**config.mk**
```make
export PLATFORM = sky130hd
export DESIGN_NAME = ldsc_top
export DESIGN_NICKNAME = d
export VERILOG_FILES = /design/src/design/ldsc_pkg.sv /design/src/design/ldsc_top.sv
export SDC_FILE = /design/constraint.sdc
export NUM_CORES = 2
export LEC_CHECK = 0
export BUFFER_PORTS_ARGS = -buffer_cell sky130_fd_sc_hd__buf_2
export CORE_ASPECT_RATIO = 0.8
export CORE_MARGIN = 1
export CORE_UTILIZATION = 59
export CTS_BUF_LIST = sky130_fd_sc_hd__clkbuf_4 sky130_fd_sc_hd__clkbuf_8
export CTS_CLUSTER_DIAMETER = 30
export CTS_CLUSTER_SIZE = 30
export DETAILED_ROUTE_END_ITERATION = 7
export PLACE_DENSITY = 0.82
export SLEW_MARGIN = 20
export SYNTH_ARGS = -nofsm -noshare
export SYNTH_HDL_FRONTEND = slang
export SYNTH_SLANG_ARGS = --single-unit
```
**constraint.sdc**
```tcl
create_clock -name pclk -period 3.6 [get_ports pclk]
set_input_delay 0.72 -clock pclk [delete_from_list [all_inputs] [get_ports pclk]]
set_output_delay 0.72 -clock pclk [all_outputs]
set_load 0.005 [all_outputs]
```
**src/design/ldsc_pkg.sv**
```systemverilog
/*
  ldsc_pkg: shared constants of the serial led driver control block:
  packet lengths, power-up values, status packet layout, timing counts,
  apb register map and the pwm phase type.
  assumes a 200 mhz pclk; timing counts are derived from that rate.
*/
package ldsc_pkg;

  ////////////////////////////////////////////////////////////////////////
  // channel and packet geometry
  localparam int NCH      = 16;          // channel count
  localparam int GS_W     = 12;          // greyscale bits per channel
  localparam int DC_W     = 6;           // dot correction bits per channel
  localparam int GS_LEN   = 192;         // shift length in greyscale mode
  localparam int DC_LEN   = 96;          // shift length in dot correction mode

  // power-up values
  localparam logic [11:0] GS_RST = 12'hfff;  // greyscale 4095
  localparam logic [5:0]  DC_RST = 6'h3f;    // dot correction 63

  // status packet bit positions
  localparam int SID_OPEN_HI  = 176;     // open flags, upper copy
  localparam int SID_TERR     = 175;     // thermal error flag
  localparam int SID_TWARN    = 174;     // thermal warning flag
  localparam int SID_DC_LO    = 72;      // dot correction image, 96 bits
  localparam int SID_OPEN_LO  = 16;      // open flags, lower copy
  localparam int SID_SHORT_LO = 0;       // short flags

  ////////////////////////////////////////////////////////////////////////
  // timing
  localparam int CLK_NS     = 5;                                 // pclk period
  localparam int SETTLE_NS  = 1000;                              // detect settle
  localparam int SETTLE_CYC = (SETTLE_NS + CLK_NS - 1) / CLK_NS; // least, round up
  localparam int STEP_NS    = 30;                                // stagger step
  localparam int STEP_CYC   = STEP_NS / CLK_NS;                  // typical step
  localparam int SPREAD_NS  = 450;                               // first to last
  localparam logic [12:0] PWM_FULL = 13'h1000;                   // 4096 pulses

  ////////////////////////////////////////////////////////////////////////
  // pin vector positions of the synchronised inputs
  localparam int PIN_SCLK  = 0;          // serial bit clock
  localparam int PIN_SIN   = 1;          // serial input
  localparam int PIN_LATCH = 2;          // latch strobe
  localparam int PIN_OD    = 3;          // output disable
  localparam int PIN_MODE  = 4;          // mode level
  localparam int PIN_PWMC  = 5;          // pwm count clock
  localparam int PIN_TERR  = 6;          // thermal error trip
  localparam int PIN_TWARN = 7;          // thermal warning trip
  localparam int PIN_OPEN  = 8;          // 16 open comparators
  localparam int PIN_SHORT = 24;         // 16 short comparators
  localparam int PIN_W     = 40;         // total synchronised width

  ////////////////////////////////////////////////////////////////////////
  // apb register map
  localparam logic [7:0] ADDR_CTRL = 8'h00;  // control, read/write
  localparam logic [7:0] ADDR_STAT = 8'h04;  // open and short flags
  localparam logic [7:0] ADDR_FLAG = 8'h08;  // thermal, pins, pwm state
  localparam int         CTRL_DET  = 0;      // detection enable bit
  localparam int         CTRL_STAG = 1;      // stagger enable bit
  localparam logic [1:0] CTRL_RST  = 2'h3;   // both enabled at reset

  // pwm cycle phase, gray along idle, run, done
  typedef enum logic [1:0] {
    PH_IDLE = 2'h0,
    PH_RUN  = 2'h1,
    PH_DONE = 2'h3
  } ldsc_phase_t;

endpackage

```
**src/design/ldsc_top.sv**
```systemverilog
/*
  ldsc_top: control logic of a 16-channel constant-current led driver.
  serial load of greyscale or dot correction data, status readback,
  open-drain error output, thermal flags, open/short detection,
  staggered channel switching, output disable and an apb status port.
  assumes all pin inputs are asynchronous to pclk; the serial bit clock
  is much slower than pclk (at least four pclk per half period).
*/
`timescale 1ns/1ps

// Contract
// shift serial input on bit clock rise
// latch strobe rise copies shift register
// host sends words msb first
// shift register msb drives serial output
// mode 0 192 bits, mode 1 96
// latch updates greyscale or dot correction by mode
// error output pulled low on any error
// output disable masks open flags from error
// disabled: error follows thermal error or warning
// thermal error trip sets readable flag, error
// separate lower-threshold thermal warning flag
// open flag when enabled and below threshold
// short flag when enabled and above threshold
// detection only after settle time switched on
// short flags never touch error output
// open flags readable in status packet
// channels staggered 30 ns steps, 450 ns
// stagger applies to both on and off
// output disable forces all channels off
// output disable holds pwm counter reset
// enabled channels follow normal pwm
// power-up greyscale mode, shift register reset
// greyscale latch reloads shift register with status
// status packet bit layout as specified
// power-up dot correction 63, greyscale 4095
module ldsc_top #(
  parameter int SETTLE_CYC = ldsc_pkg::SETTLE_CYC,  // detect settle cycles
  parameter int STEP_CYC   = ldsc_pkg::STEP_CYC     // stagger step cycles
) (
  // clock and reset
  input  wire logic        pclk,
  input  wire logic        presetn,
  // apb slave
  input  wire logic        psel,
  input  wire logic        penable,
  input  wire logic        pwrite,
  input  wire logic [7:0]  paddr,
  input  wire logic [31:0] pwdata,
  output logic      [31:0] prdata,
  output logic             pready,
  output logic             pslverr,
  // serial link pins
  input  wire logic        serial_clock,
  input  wire logic        serial_in,
  input  wire logic        latch_strobe,
  input  wire logic        mode,
  output logic             serial_out,
  // output control pins
  input  wire logic        output_disable,
  input  wire logic        pwm_count_clock,
  // error pin, open drain
  output logic             error_out_n_o,
  output logic             error_out_n_oe_n,
  // analog sense comparators
  input  wire logic        thermal_error_trip,
  input  wire logic        thermal_warn_trip,
  input  wire logic [15:0] open_below,
  input  wire logic [15:0] short_above,
  // channel drive
  output logic      [15:0] channel_output,
  output logic      [95:0] dot_correction_value
);

  ////////////////////////////////////////////////////////////////////////
  // local sizes
  // history must reach the last tap, so depth grows with
  // the step count; this is the bulk of the flops
  localparam int NCH  = ldsc_pkg::NCH;
  localparam int HD   = (NCH - 1) * STEP_CYC + 1;   // stagger history depth
  localparam int SW   = $clog2(SETTLE_CYC + 1);     // settle counter width
  localparam logic [SW-1:0] SETTLE_END = SW'(SETTLE_CYC);

  // refuse settings the logic cannot serve
  // a zero step would fold every tap onto one entry
  if (STEP_CYC < 1 || SETTLE_CYC < 1) begin : g_bad_timing
    $error("ldsc_top: step and settle counts must be at least one");
  end

  ////////////////////////////////////////////////////////////////////////
  // whole state of the block
  // one struct keeps every flop under one reset image
  typedef struct packed {
    logic [ldsc_pkg::PIN_W-1:0] meta;      // first sync stage, read by sync only
    logic [ldsc_pkg::PIN_W-1:0] sync;      // second sync stage
    logic                       sclk_d;    // previous bit clock
    logic                       latch_d;   // previous latch strobe
    logic                       pwmc_d;    // previous pwm clock
    logic [191:0]               sr;        // input shift register
    logic [NCH-1:0][11:0]       gs;        // greyscale values
    logic [NCH-1:0][5:0]        dc;        // dot correction values
    logic [12:0]                cnt;       // pwm counter
    ldsc_pkg::ldsc_phase_t      phase;     // pwm cycle phase
    logic [NCH-1:0]             on;        // undelayed channel state
    logic [HD-1:0][NCH-1:0]     hist;      // stagger history
    logic [NCH-1:0][SW-1:0]     settle;    // per channel on-time count
    logic [NCH-1:0]             open_f;    // open led flags
    logic [NCH-1:0]             short_f;   // shorted led flags
    logic [1:0]                 ctrl;      // detect and stagger enables
    logic [NCH-1:0]             chout;     // channel drive
    logic                       sout;      // serial output
    logic                       err_oe_n;  // error pin enable, low drives
    logic                       pready;    // apb ready
    logic                       pslverr;   // apb error
    logic [31:0]                prdata;    // apb read data
  } ldsc_state_t;

  // reset image: greyscale mode, shift register cleared, power-up data
  // empty shift register: first readback is all zero
  localparam ldsc_state_t RST = '{
    meta: '0, sync: '0, sclk_d: 1'b0, latch_d: 1'b0, pwmc_d: 1'b0,
    sr: '0,
    gs: {NCH{ldsc_pkg::GS_RST}}, dc: {NCH{ldsc_pkg::DC_RST}},
    cnt: '0, phase: ldsc_pkg::PH_IDLE, on: '0, hist: '0, settle: '0,
    open_f: '0, short_f: '0, ctrl: ldsc_pkg::CTRL_RST, chout: '0,
    sout: 1'b0, err_oe_n: 1'b1, pready: 1'b0, pslverr: 1'b0, prdata: '0
  };

  ldsc_state_t s_r;   // registered state
  ldsc_state_t s_nxt; // next state

  ////////////////////////////////////////////////////////////////////////
  // helpers

  // address is one of the three mapped words
  // other words answer with pslverr and zero data
  function automatic logic addr_mapped(input logic [7:0] a);
    addr_mapped = (a == ldsc_pkg::ADDR_CTRL) || (a == ldsc_pkg::ADDR_STAT) ||
                  (a == ldsc_pkg::ADDR_FLAG);
  endfunction

  // assemble the status packet loaded after a greyscale latch
  // both open copies carry the same flags
  function automatic logic [191:0] status_packet(
    input logic [15:0] op,
    input logic [15:0] sh,
    input logic        te,
    input logic        tw,
    input logic [95:0] dcv
  );
    logic [191:0] p;
    p = '0;                                                         // reserved bits zero
    p[ldsc_pkg::SID_OPEN_HI +: 16]  = op;
    p[ldsc_pkg::SID_TERR]           = te;
    p[ldsc_pkg::SID_TWARN]          = tw;
    p[ldsc_pkg::SID_DC_LO +: 96]    = dcv;
    p[ldsc_pkg::SID_OPEN_LO +: 16]  = op;
    p[ldsc_pkg::SID_SHORT_LO +: 16] = sh;
    status_packet = p;
  endfunction

  ////////////////////////////////////////////////////////////////////////
  // next-state logic
  always_comb begin
    logic        sclk;     // synced bit clock
    logic        sin;      // synced serial data
    logic        od;       // synced output disable
    logic        md;       // synced mode
    logic        te;       // synced thermal error
    logic        tw;       // synced thermal warning
    logic [12:0] cnt_new;  // counter after a pwm pulse
    logic        tap;      // delayed channel state
    logic        drive;    // error pin pulled low
    sclk    = s_r.sync[ldsc_pkg::PIN_SCLK];
    sin     = s_r.sync[ldsc_pkg::PIN_SIN];
    od      = s_r.sync[ldsc_pkg::PIN_OD];
    md      = s_r.sync[ldsc_pkg::PIN_MODE];
    te      = s_r.sync[ldsc_pkg::PIN_TERR];
    tw      = s_r.sync[ldsc_pkg::PIN_TWARN];
    cnt_new = s_r.cnt + 13'h1;
    tap     = 1'b0;
    drive   = 1'b0;
    s_nxt   = s_r;

    // two-flop synchronisers on every pin input
    // pins are read as single levels or edges, never as
    // a word, so skew between synchronisers is harmless
    s_nxt.meta = {short_above, open_below, thermal_warn_trip, thermal_error_trip,
                  pwm_count_clock, mode, output_disable, latch_strobe,
                  serial_in, serial_clock};
    s_nxt.sync    = s_r.meta;
    s_nxt.sclk_d  = sclk;
    s_nxt.latch_d = s_r.sync[ldsc_pkg::PIN_LATCH];
    s_nxt.pwmc_d  = s_r.sync[ldsc_pkg::PIN_PWMC];

    // serial shift; latch takes the register as it stood before
    // a latch beats a bit clock edge in one cycle and the
    // bit is lost; the host keeps the two well apart
    if (s_r.sync[ldsc_pkg::PIN_LATCH] && !s_r.latch_d) begin
      if (!md) begin
        for (int c = 0; c < NCH; c++) begin
          s_nxt.gs[c] = s_r.sr[c*ldsc_pkg::GS_W +: ldsc_pkg::GS_W];
        end
        s_nxt.sr = status_packet(s_r.open_f, s_r.short_f, te, tw, s_r.dc);
      end else begin
        for (int c = 0; c < NCH; c++) begin
          s_nxt.dc[c] = s_r.sr[c*ldsc_pkg::DC_W +: ldsc_pkg::DC_W];
        end
      end
    end else if (sclk && !s_r.sclk_d) begin
      // first bit in ends at the top, so msb-first words land in place
      if (!md) begin
        s_nxt.sr = {s_r.sr[190:0], sin};
      end else begin
        s_nxt.sr[95:0] = {s_r.sr[94:0], sin};
      end
    end

    // serial output taps the end of the active length
    // lags the shift by one pclk, well inside a bit
    s_nxt.sout = md ? s_r.sr[ldsc_pkg::DC_LEN-1] : s_r.sr[ldsc_pkg::GS_LEN-1];

    // pwm counter and undelayed channel states
    // runs only with disable low; after a full cycle it
    // parks until disable is raised and dropped again
    if (od) begin
      s_nxt.cnt   = '0;
      s_nxt.phase = ldsc_pkg::PH_IDLE;
      s_nxt.on    = '0;
    end else if (s_r.sync[ldsc_pkg::PIN_PWMC] && !s_r.pwmc_d) begin
      case (s_r.phase)
        ldsc_pkg::PH_IDLE: begin
          // first pulse after enable: start cycle
          s_nxt.cnt   = cnt_new;
          s_nxt.phase = ldsc_pkg::PH_RUN;
          for (int c = 0; c < NCH; c++) begin
            s_nxt.on[c] = (s_r.gs[c] != 12'h000) && (s_r.gs[c] != cnt_new[11:0]);
          end
        end
        ldsc_pkg::PH_RUN: begin
          // channels go off when the counter reaches their value
          s_nxt.cnt = cnt_new;
          if (cnt_new == ldsc_pkg::PWM_FULL) begin
            s_nxt.phase = ldsc_pkg::PH_DONE;
            s_nxt.on    = '0;
          end else begin
            for (int c = 0; c < NCH; c++) begin
              if (s_r.gs[c] == cnt_new[11:0]) begin
                s_nxt.on[c] = 1'b0;
              end
            end
          end
        end
        ldsc_pkg::PH_DONE: begin
          // wait for output disable to restart
          s_nxt.on = '0;
        end
        default: begin
          s_nxt.phase = ldsc_pkg::PH_IDLE;
          s_nxt.on    = '0;
        end
      endcase
    end

    // stagger line: one delay serves both edges, so on-time is kept
    // trade-off: a shift line costs flops but keeps
    // on-time exact, where two timers could drift apart
    s_nxt.hist = {s_r.hist[HD-2:0], s_r.on};
    for (int c = 0; c < NCH; c++) begin
      tap = s_r.ctrl[ldsc_pkg::CTRL_STAG] ? s_r.hist[c*STEP_CYC][c]
                                          : s_r.hist[0][c];
      // disable cuts the drive at once, not through the delay line
      s_nxt.chout[c] = tap && !od;
    end

    // open/short sampling once per on period after settling
    // a flag is a measurement: held while off, rewritten
    // only by the next settled sample, never by software
    for (int c = 0; c < NCH; c++) begin
      if (!s_r.chout[c]) begin
        s_nxt.settle[c] = '0;
      end else if (s_r.settle[c] != SETTLE_END) begin
        s_nxt.settle[c] = s_r.settle[c] + SW'(1);
        if (s_r.settle[c] == SETTLE_END - SW'(1) && s_r.ctrl[ldsc_pkg::CTRL_DET]) begin
          s_nxt.open_f[c]  = s_r.sync[ldsc_pkg::PIN_OPEN + c];
          s_nxt.short_f[c] = s_r.sync[ldsc_pkg::PIN_SHORT + c];
        end
      end
    end

    // error pin: shorts never contribute
    // disable splits the thermal causes from open leds
    if (od) begin
      drive = md ? tw : te;
    end else begin
      drive = te || (|s_r.open_f);
    end
    s_nxt.err_oe_n = !drive;

    // apb: answer prepared in setup, taken in the single access cycle
    // zero wait states: pready registered from setup, so
    // every transfer takes exactly two pclk
    s_nxt.pready  = psel && !penable;
    s_nxt.pslverr = psel && !penable && !addr_mapped(paddr);
    s_nxt.prdata  = '0;
    if (psel && !penable) begin
      case (paddr)
        ldsc_pkg::ADDR_CTRL: s_nxt.prdata = {30'h0, s_r.ctrl};
        ldsc_pkg::ADDR_STAT: s_nxt.prdata = {s_r.short_f, s_r.open_f};
        ldsc_pkg::ADDR_FLAG: s_nxt.prdata = {13'h0, s_r.cnt, s_r.phase, od, md, tw, te};
        default:             s_nxt.prdata = '0;
      endcase
    end
    if (psel && penable && s_r.pready && pwrite && paddr == ldsc_pkg::ADDR_CTRL) begin
      s_nxt.ctrl = pwdata[1:0];
    end
  end

  ////////////////////////////////////////////////////////////////////////
  // state register
  // the only clocked process; reset loads the whole image
  // every reset value is a constant, so mid-run reset is safe
  always_ff @(posedge pclk or negedge presetn) begin
    if (!presetn) begin
      s_r <= RST;
    end else begin
      s_r <= s_nxt;
    end
  end

  ////////////////////////////////////////////////////////////////////////
  // outputs, all straight from the state register
  // error pin data is a constant low; only its enable moves
  // enable low means the pin is pulled low
  assign prdata               = s_r.prdata;
  assign pready               = s_r.pready;
  assign pslverr              = s_r.pslverr;
  assign serial_out           = s_r.sout;
  assign error_out_n_o        = 1'b0 & s_r.err_oe_n;  // pin only ever pulled low
  assign error_out_n_oe_n     = s_r.err_oe_n;
  assign channel_output       = s_r.chout;
  assign dot_correction_value = s_r.dc;

endmodule

```
Yosys cells after proc, flatten, opt, wreduce, memory -nomap -nowiden

Cells that the tools add are included.

Add/subtract/negate cells: 17
Equality and inequality tests: 105
Muxes and demuxes: 79
Bitwise gates (word level): 1
Reduce and logical (&&, ||, !) cells: 128

Operator list:

| operator                | count |
|---|---|
| $mux W192               | 2 |
| $mux W384               | 1 |
| $mux W8                 | 32 |
| $eq A12 B12 Y1          | 16 |
| $ne A12 B12 Y1          | 16 |
| $reduce_bool A12 Y1     | 16 |
| $add A8 B1 Y8 const B   | 16 |
| $eq A8 B8 Y1 const B    | 16 |
| $ne A8 B8 Y1 const B    | 16 |
| $mux W96                | 1 |
| $pmux W32 S3            | 1 |
| $ne A4 B4 Y1 const B    | 16 |
| $mux W31                | 2 |
| $logic_and A1 B1 Y1     | 57 |
| $reduce_and A3 Y1       | 18 |
| $reduce_and A2 Y1       | 20 |
| $mux W1                 | 34 |
| $mux W32                | 1 |
| $ne A2 B1 Y1 const B    | 16 |
| $pmux W16 S2            | 1 |
| $mux W16                | 1 |
| $reduce_or A16 Y1       | 1 |
| $add A13 B1 Y13 const B | 1 |
| $eq A13 B13 Y1 const B  | 1 |
| other kinds (16)        | 28 |

Register bits: 2,264
Input bits: 85
Output and inout port bits: 149
Word-level logic and storage cells: 533

Depth between registers and ports, before layout

Depth in word-level cells: 7
Gate-level depth with buffers: 11
Depth with buffers taken out: 8

Worst setup path after synthesis

OpenSTA, ideal clock, no wires.

Path kind: register -> register
From: reg s_r[1688] in the netlist's numbering
To: reg s_r, in the netlist s_nxt[227]
Setup time: 121 ps
Data arrival time: 2,641 ps
Data required time: 3,479 ps
Setup slack: 838 ps
Stages on the path, launching flop included: 10
Buffers on the path: 1
Clock period less this slack: 2,762 ps
Cell sequence: dfrtp_1 ha_1 clkbuf_1 xor2_1 a311oi_1 nand3_1 or4_1 or4_1 a22oi_1 nand2_1

Longest elaborated chain between the ends: 6
Elaborated cells between the ends (all ways): 11
Those cells by class: 1 x add/sub; 4 x eq/ne; 4 x mux; 2 x reduce/logical

RTL lines:

| item                                                    | RTL line                         | text |
|---|---|---|
| start: declaration                                      | ldsc_top.sv:129                  | `ldsc_state_t s_r;` |
| start signal: assignment                                | ldsc_top.sv:327                  | `s_r <= s_nxt;` |
| $add A13 B1 Y13 (*)                                     | ldsc_top.sv:180                  | `cnt_new = s_r.cnt + 13'h1;` |
| $eq A13 B13 Y1 / $ne A12 B12 Y1 (equally long branches) | ldsc_top.sv:243, ldsc_top.sv:237 |  |
| $mux W16 / $logic_and A1 B1 Y1 (equally long branches)  | ldsc_top.sv:243, ldsc_top.sv:237 |  |
| $pmux W16 S2                                            | ldsc_top.sv:231                  | `case (s_r.phase)` |
| $mux W31                                                | ldsc_top.sv:230                  | `end else if (s_r.sync[ldsc_pkg::PIN_PWMC] && !s_r.pwmc_d) begin` |
| $mux W31                                                | ldsc_top.sv:226                  | `if (od) begin` |

Every way passes the cells marked *; elsewhere a longest branch is shown, timed or not. The select of a mux whose other input is x is not followed.
A chain may end at the register's enable or synchronous reset.

Worst setup path in the final report

From: reg s_r[1693] in the netlist's numbering
To: reg s_r, in the netlist s_nxt[216]

Same word-level chain as after synthesis.

==> flow_summary.yaml <==
logic_synthesis:
  syn_inst: 4446
  synth.distinct_cells: 74
  ys_async_sr_fraction_pct: 100
  leading_area_contributor_after_synthesis: "dfrtp_1"
  average_cell_area_after_synthesis_um2: 12.8
  synthMostInstantiatedCell: "dfrtp_1"
  netlist_top_cells_area: "dfrtp_1 (55%), dfstp_2 (13%), nand2_1 (4.9%)"
  yosysWarnings: 0
  netlist_top_cells_count: "dfrtp_1 (1253), nand2_1 (737), nor2_1 (312), dfstp_2 (291), xnor2_1 (198)"
  synth-seq-cells: 1544
  synth_edf_count: 0
  most_frequently_used_flop_master_after_synthesis: "dfrtp_1"
  ys_seq_area_share_pct: 68.5
  syn-num-nets: 4565
  synth_area_mm2: 0.0569
  synth.top_cell.area_share_pct: 55.1
critical_path:
  path_cells: "nand4_1 -> nor4_1 -> o211ai_1 -> a2111oi_0 -> buf_4 -> nor2_1 -> buf_4 -> o311ai_0 -> nand3_1"
  timing_worst_setup_path_type: "reg2reg"
  startpoint_of_the_most_critical_setup_path: "s_r[1693]"
  worst_path_max_delay_cell: "dfrtp_1"
  cp_num_buf_inv: 2
  reg2reg_slack_ns: 0.15
  start_of_the_worst_register_to_register_path: "s_r[1693]"
  crit_path_max_fanout: 10
  critPathArrivalTime_ns: 4.21
  timing.reg2reg.worst_path_depth: 9
  worst_setup_path_start_kind: "flop"
  critPathMostFrequentCell: "buf_4"
  worst_path_dominant_cell_family: "simple AND/OR/NAND/NOR gates"
  rr_endpoint: "s_nxt[216]"
  worst_setup_path_endpoint: "s_nxt[216]"
  worst_path_largest_cell_delay_ns: 0.64
  endpoint_kind_of_the_worst_setup_timing_path: "flop"
  required_ns: 4.36
  worst-path-stages: 9
grt:
  groute.layer.met1.usage_pct: 41.2
  globalRouteMet2Util_pct: 45.9
  overall_track_demand_over_capacity_in_global_routing_pct: 30.2
  grt.met3_usage_pct: 6.58
  grt_busiest_layer: "met2"
  aggregate_global_routing_overflow: 0
  antenna_found_initial: 5
  global_route_wire_length_before_repair_um: 223000
  pin_count_of_the_biggest_net_entering_global_routing: 127
  number_of_global_route_vias_before_repair: 37200
finish:
  fillerInstances: 6334
  post_route_cells_drive_above_1_share_pct: 23.8
  seq_area_mm2: 0.0390
  area_growth_syn_to_layout_pct: 12.8
  design.final.nets: 4792
  multi_input_combinational_cell_area_mm2: 0.0160
  post_layout_nonfiller_instances: 6129
pwr:
  p_per_area_mw_per_mm2: 612
  comb_power_share_pct: 8.2
  leakage_power_total_nw: 30.6
  peak_vdd_ir_uv: 427
  internal-power_mw: 28.4
  p_clk_share_pct: 37.8
  post-layout-total-power_mw: 39.3
  net-switching-power_mw: 10.9
  power.share.switching_pct: 27.6
  seq_power_share_pct: 54.0
floorplan:
  die_w_um: 349
  floorplan.io_pins: 234
  overall_die_area_mm2: 0.0978
  die_height_um: 280
  fp.coreArea_mm2: 0.0953
  rows: 101
  initial_core_util_pct: 59.8
clock_network:
  root_buffer: "clkbuf_8"
  cts_max_level: 4
  clk_latency_ns: 0.92
  cts_buffers: 191
  tritoncts: "yes"
  cts_num_sinks: 1544
  cts.path.max_buffers: 3
  clk_transition_reported_paths_ns: 0.09
  cts.repair_timing.setup_buffer_count: 0
timing:
  timing.final.hold_violations: 0
  max_slew_margin_pct: 28.2
  finalSetupViolCount: 0
  final-max-slew-violation-count: 0
  grt_setup_unrepaired: "no"
  min_period_ns: 3.45
  tightestPinTransition_ns: 1.07
  fin_worst_skew_ns: 0.0560
  fmax_mhz: 290
  whs_ns: 0.180
  finalSetupTns_ns: 0
  final_period_utilization_pct: 95.8
placed_design:
  post-dp-hpwl_um: 91300
  dp.cells: 5724
  place_congestion: 0.995
  placement.io_buffers: 202
route:
  routed_wire_length_per_instance_um: 23.5
  num_vias: 36300
  drtPass1Iterations: 8
  drt_first_iter_violations: 3940
  final_antenna_net_count: 0
  detail_route.vias_per_cell: 5.93
  detail_route.drc_violations: 2
  drt-total-wl_um: 144000
status:
  violations_in_the_final_reports: "design-rule violations"
  run_status: "finished with violations"
flow_run:
  max_cap_viol_count: 0
worst_hold_path:
  holdCritPathClass: "in2reg"
-- per-stage QoR --
stage / setup slack, ns / instance area [um^2] / utilization (%)
4_1_cts: 0.236 / 64300 / 67.4
2_1_floorplan: 0.838 / 56900 / -
3_5_place_dp: 0.263 / 59100 / 62.0
3_3_place_gp: 0.381 / 59100 / 62.0
5_1_grt: 0.0146 / 64300 / 67.4
6_report: 0.153 / 64300 / 67.4
-- final cells by class --
| type | instances | share of cell area (%) |
|---|---|---|
| clock inverters | 139 | 2.68 |
| multi-input cells | 2517 | 24.8 |
| diodes | 2 | 0.00779 |
| well taps | 1287 | 2.51 |
| flip-flops and latches | 1544 | 60.7 |
| inverters | 43 | 0.251 |
| clock buffers | 221 | 4.66 |
| repair buffers | 376 | 4.36 |
-- sequential cells by signal (all words and copies together), names as in the netlist --
name and count:
error_out_n_oe_n 1, serial_out 1, pslverr 1, channel_output 16
pready 1, s_r 602, prdata 32, s_nxt 794
dot_correction_value 96
-- repair_timing --
action,4_1_cts,5_1_grt
hold buffers,43,0
gates resized for setup,0,0
hold endpoints to repair,99,0
-- layer usage --
| metal | vias up | wire length [um] |
|---|---|---|
| met5 | - | 13 |
| met4 | 2 | 8140 |
| met3 | 498 | 13200 |
| met2 | 2065 | 66600 |
| met1 | 18400 | 56100 |
| li1 | 15300 | - |
-- power groups by stage --
stage | registers, mW | clock network [mW] | logic (mW)
2_1_floorplan | 20.6 | 0 | 2.32
3_3_place_gp | 21.3 | 0 | 2.97
3_5_place_dp | 21.4 | 0 | 3.12
4_1_cts | 21.1 | 15.1 | 3.21
5_1_grt | 21.3 | 15.8 | 3.59
6_report | 21.2 | 14.9 | 3.21
-- worst min-delay path, cell delays in order --
cell and delay (ns):
buf_2 0.11, nor2_1 0.05, a21oi_1 0.11, nor2_1 0.05
-- logic make-up (layout without fill, tap and decap cells) --
kind of cell               Yosys count  count (layout)  synth area share (%)
buffers and inverters              385             779                  3.59
xor gates and xnor gates           330             330                  5.99
AOI/OAI and AO/OA                  384             384                  5.00
DFF                               1544            1544                  68.5
and+or+nand+nor                   1581            1581                  12.6
adders and majority gates           34              34                 0.747
other                                1               3               0.00658
muxes                              187             187                  3.58
-- worst min-delay path by stage --
stage / startpoint / endpoint / slack [ns] / cells after the start
floorplan: s_nxt[990] / s_nxt[1006] / 0.33 / 0
global placement: s_nxt[255] / s_nxt[271] / 0.33 / 0
detailed placement: s_nxt[1188] / s_nxt[1204] / 0.33 / 0
CTS: paddr[3] / prdata[0] / 0.08 / 4
global route: paddr[3] / prdata[1] / 0.19 / 4
finish: paddr[3] / prdata[0] / 0.18 / 4
-- placed cells by master (no fill, tap or decap), types with 15 or more instances in the layout --
master,netlist,final
inv_6,0,35
nor2_1,312,309
a22oi_1,48,48
clkbuf_8,0,213
mux2_2,132,132
nand3_1,129,129
dfrtp_1,1253,1253
a31oi_1,40,40
or3_1,27,27
a221oi_1,87,87
buf_2,19,201
nor3_1,50,50
dfstp_2,291,291
dlygate4sd3_1,0,43
o21ai_0,59,59
buf_4,150,102
and2_1,73,73
a21oi_1,20,19
clkinv_2,0,19
and3_1,49,49
inv_1,43,43
nor2b_1,26,26
mux2i_1,55,55
nand2_1,737,736
bufinv_16,0,20
ha_1,34,34
a22o_1,40,40
clkinvlp_4,0,15
nand2b_1,27,25
nor4_1,70,70
inv_8,0,20
buf_12,0,30
xor2_1,93,93
xnor3_1,35,35
xnor2_1,198,198
Power figures use the tool's default switching activity.
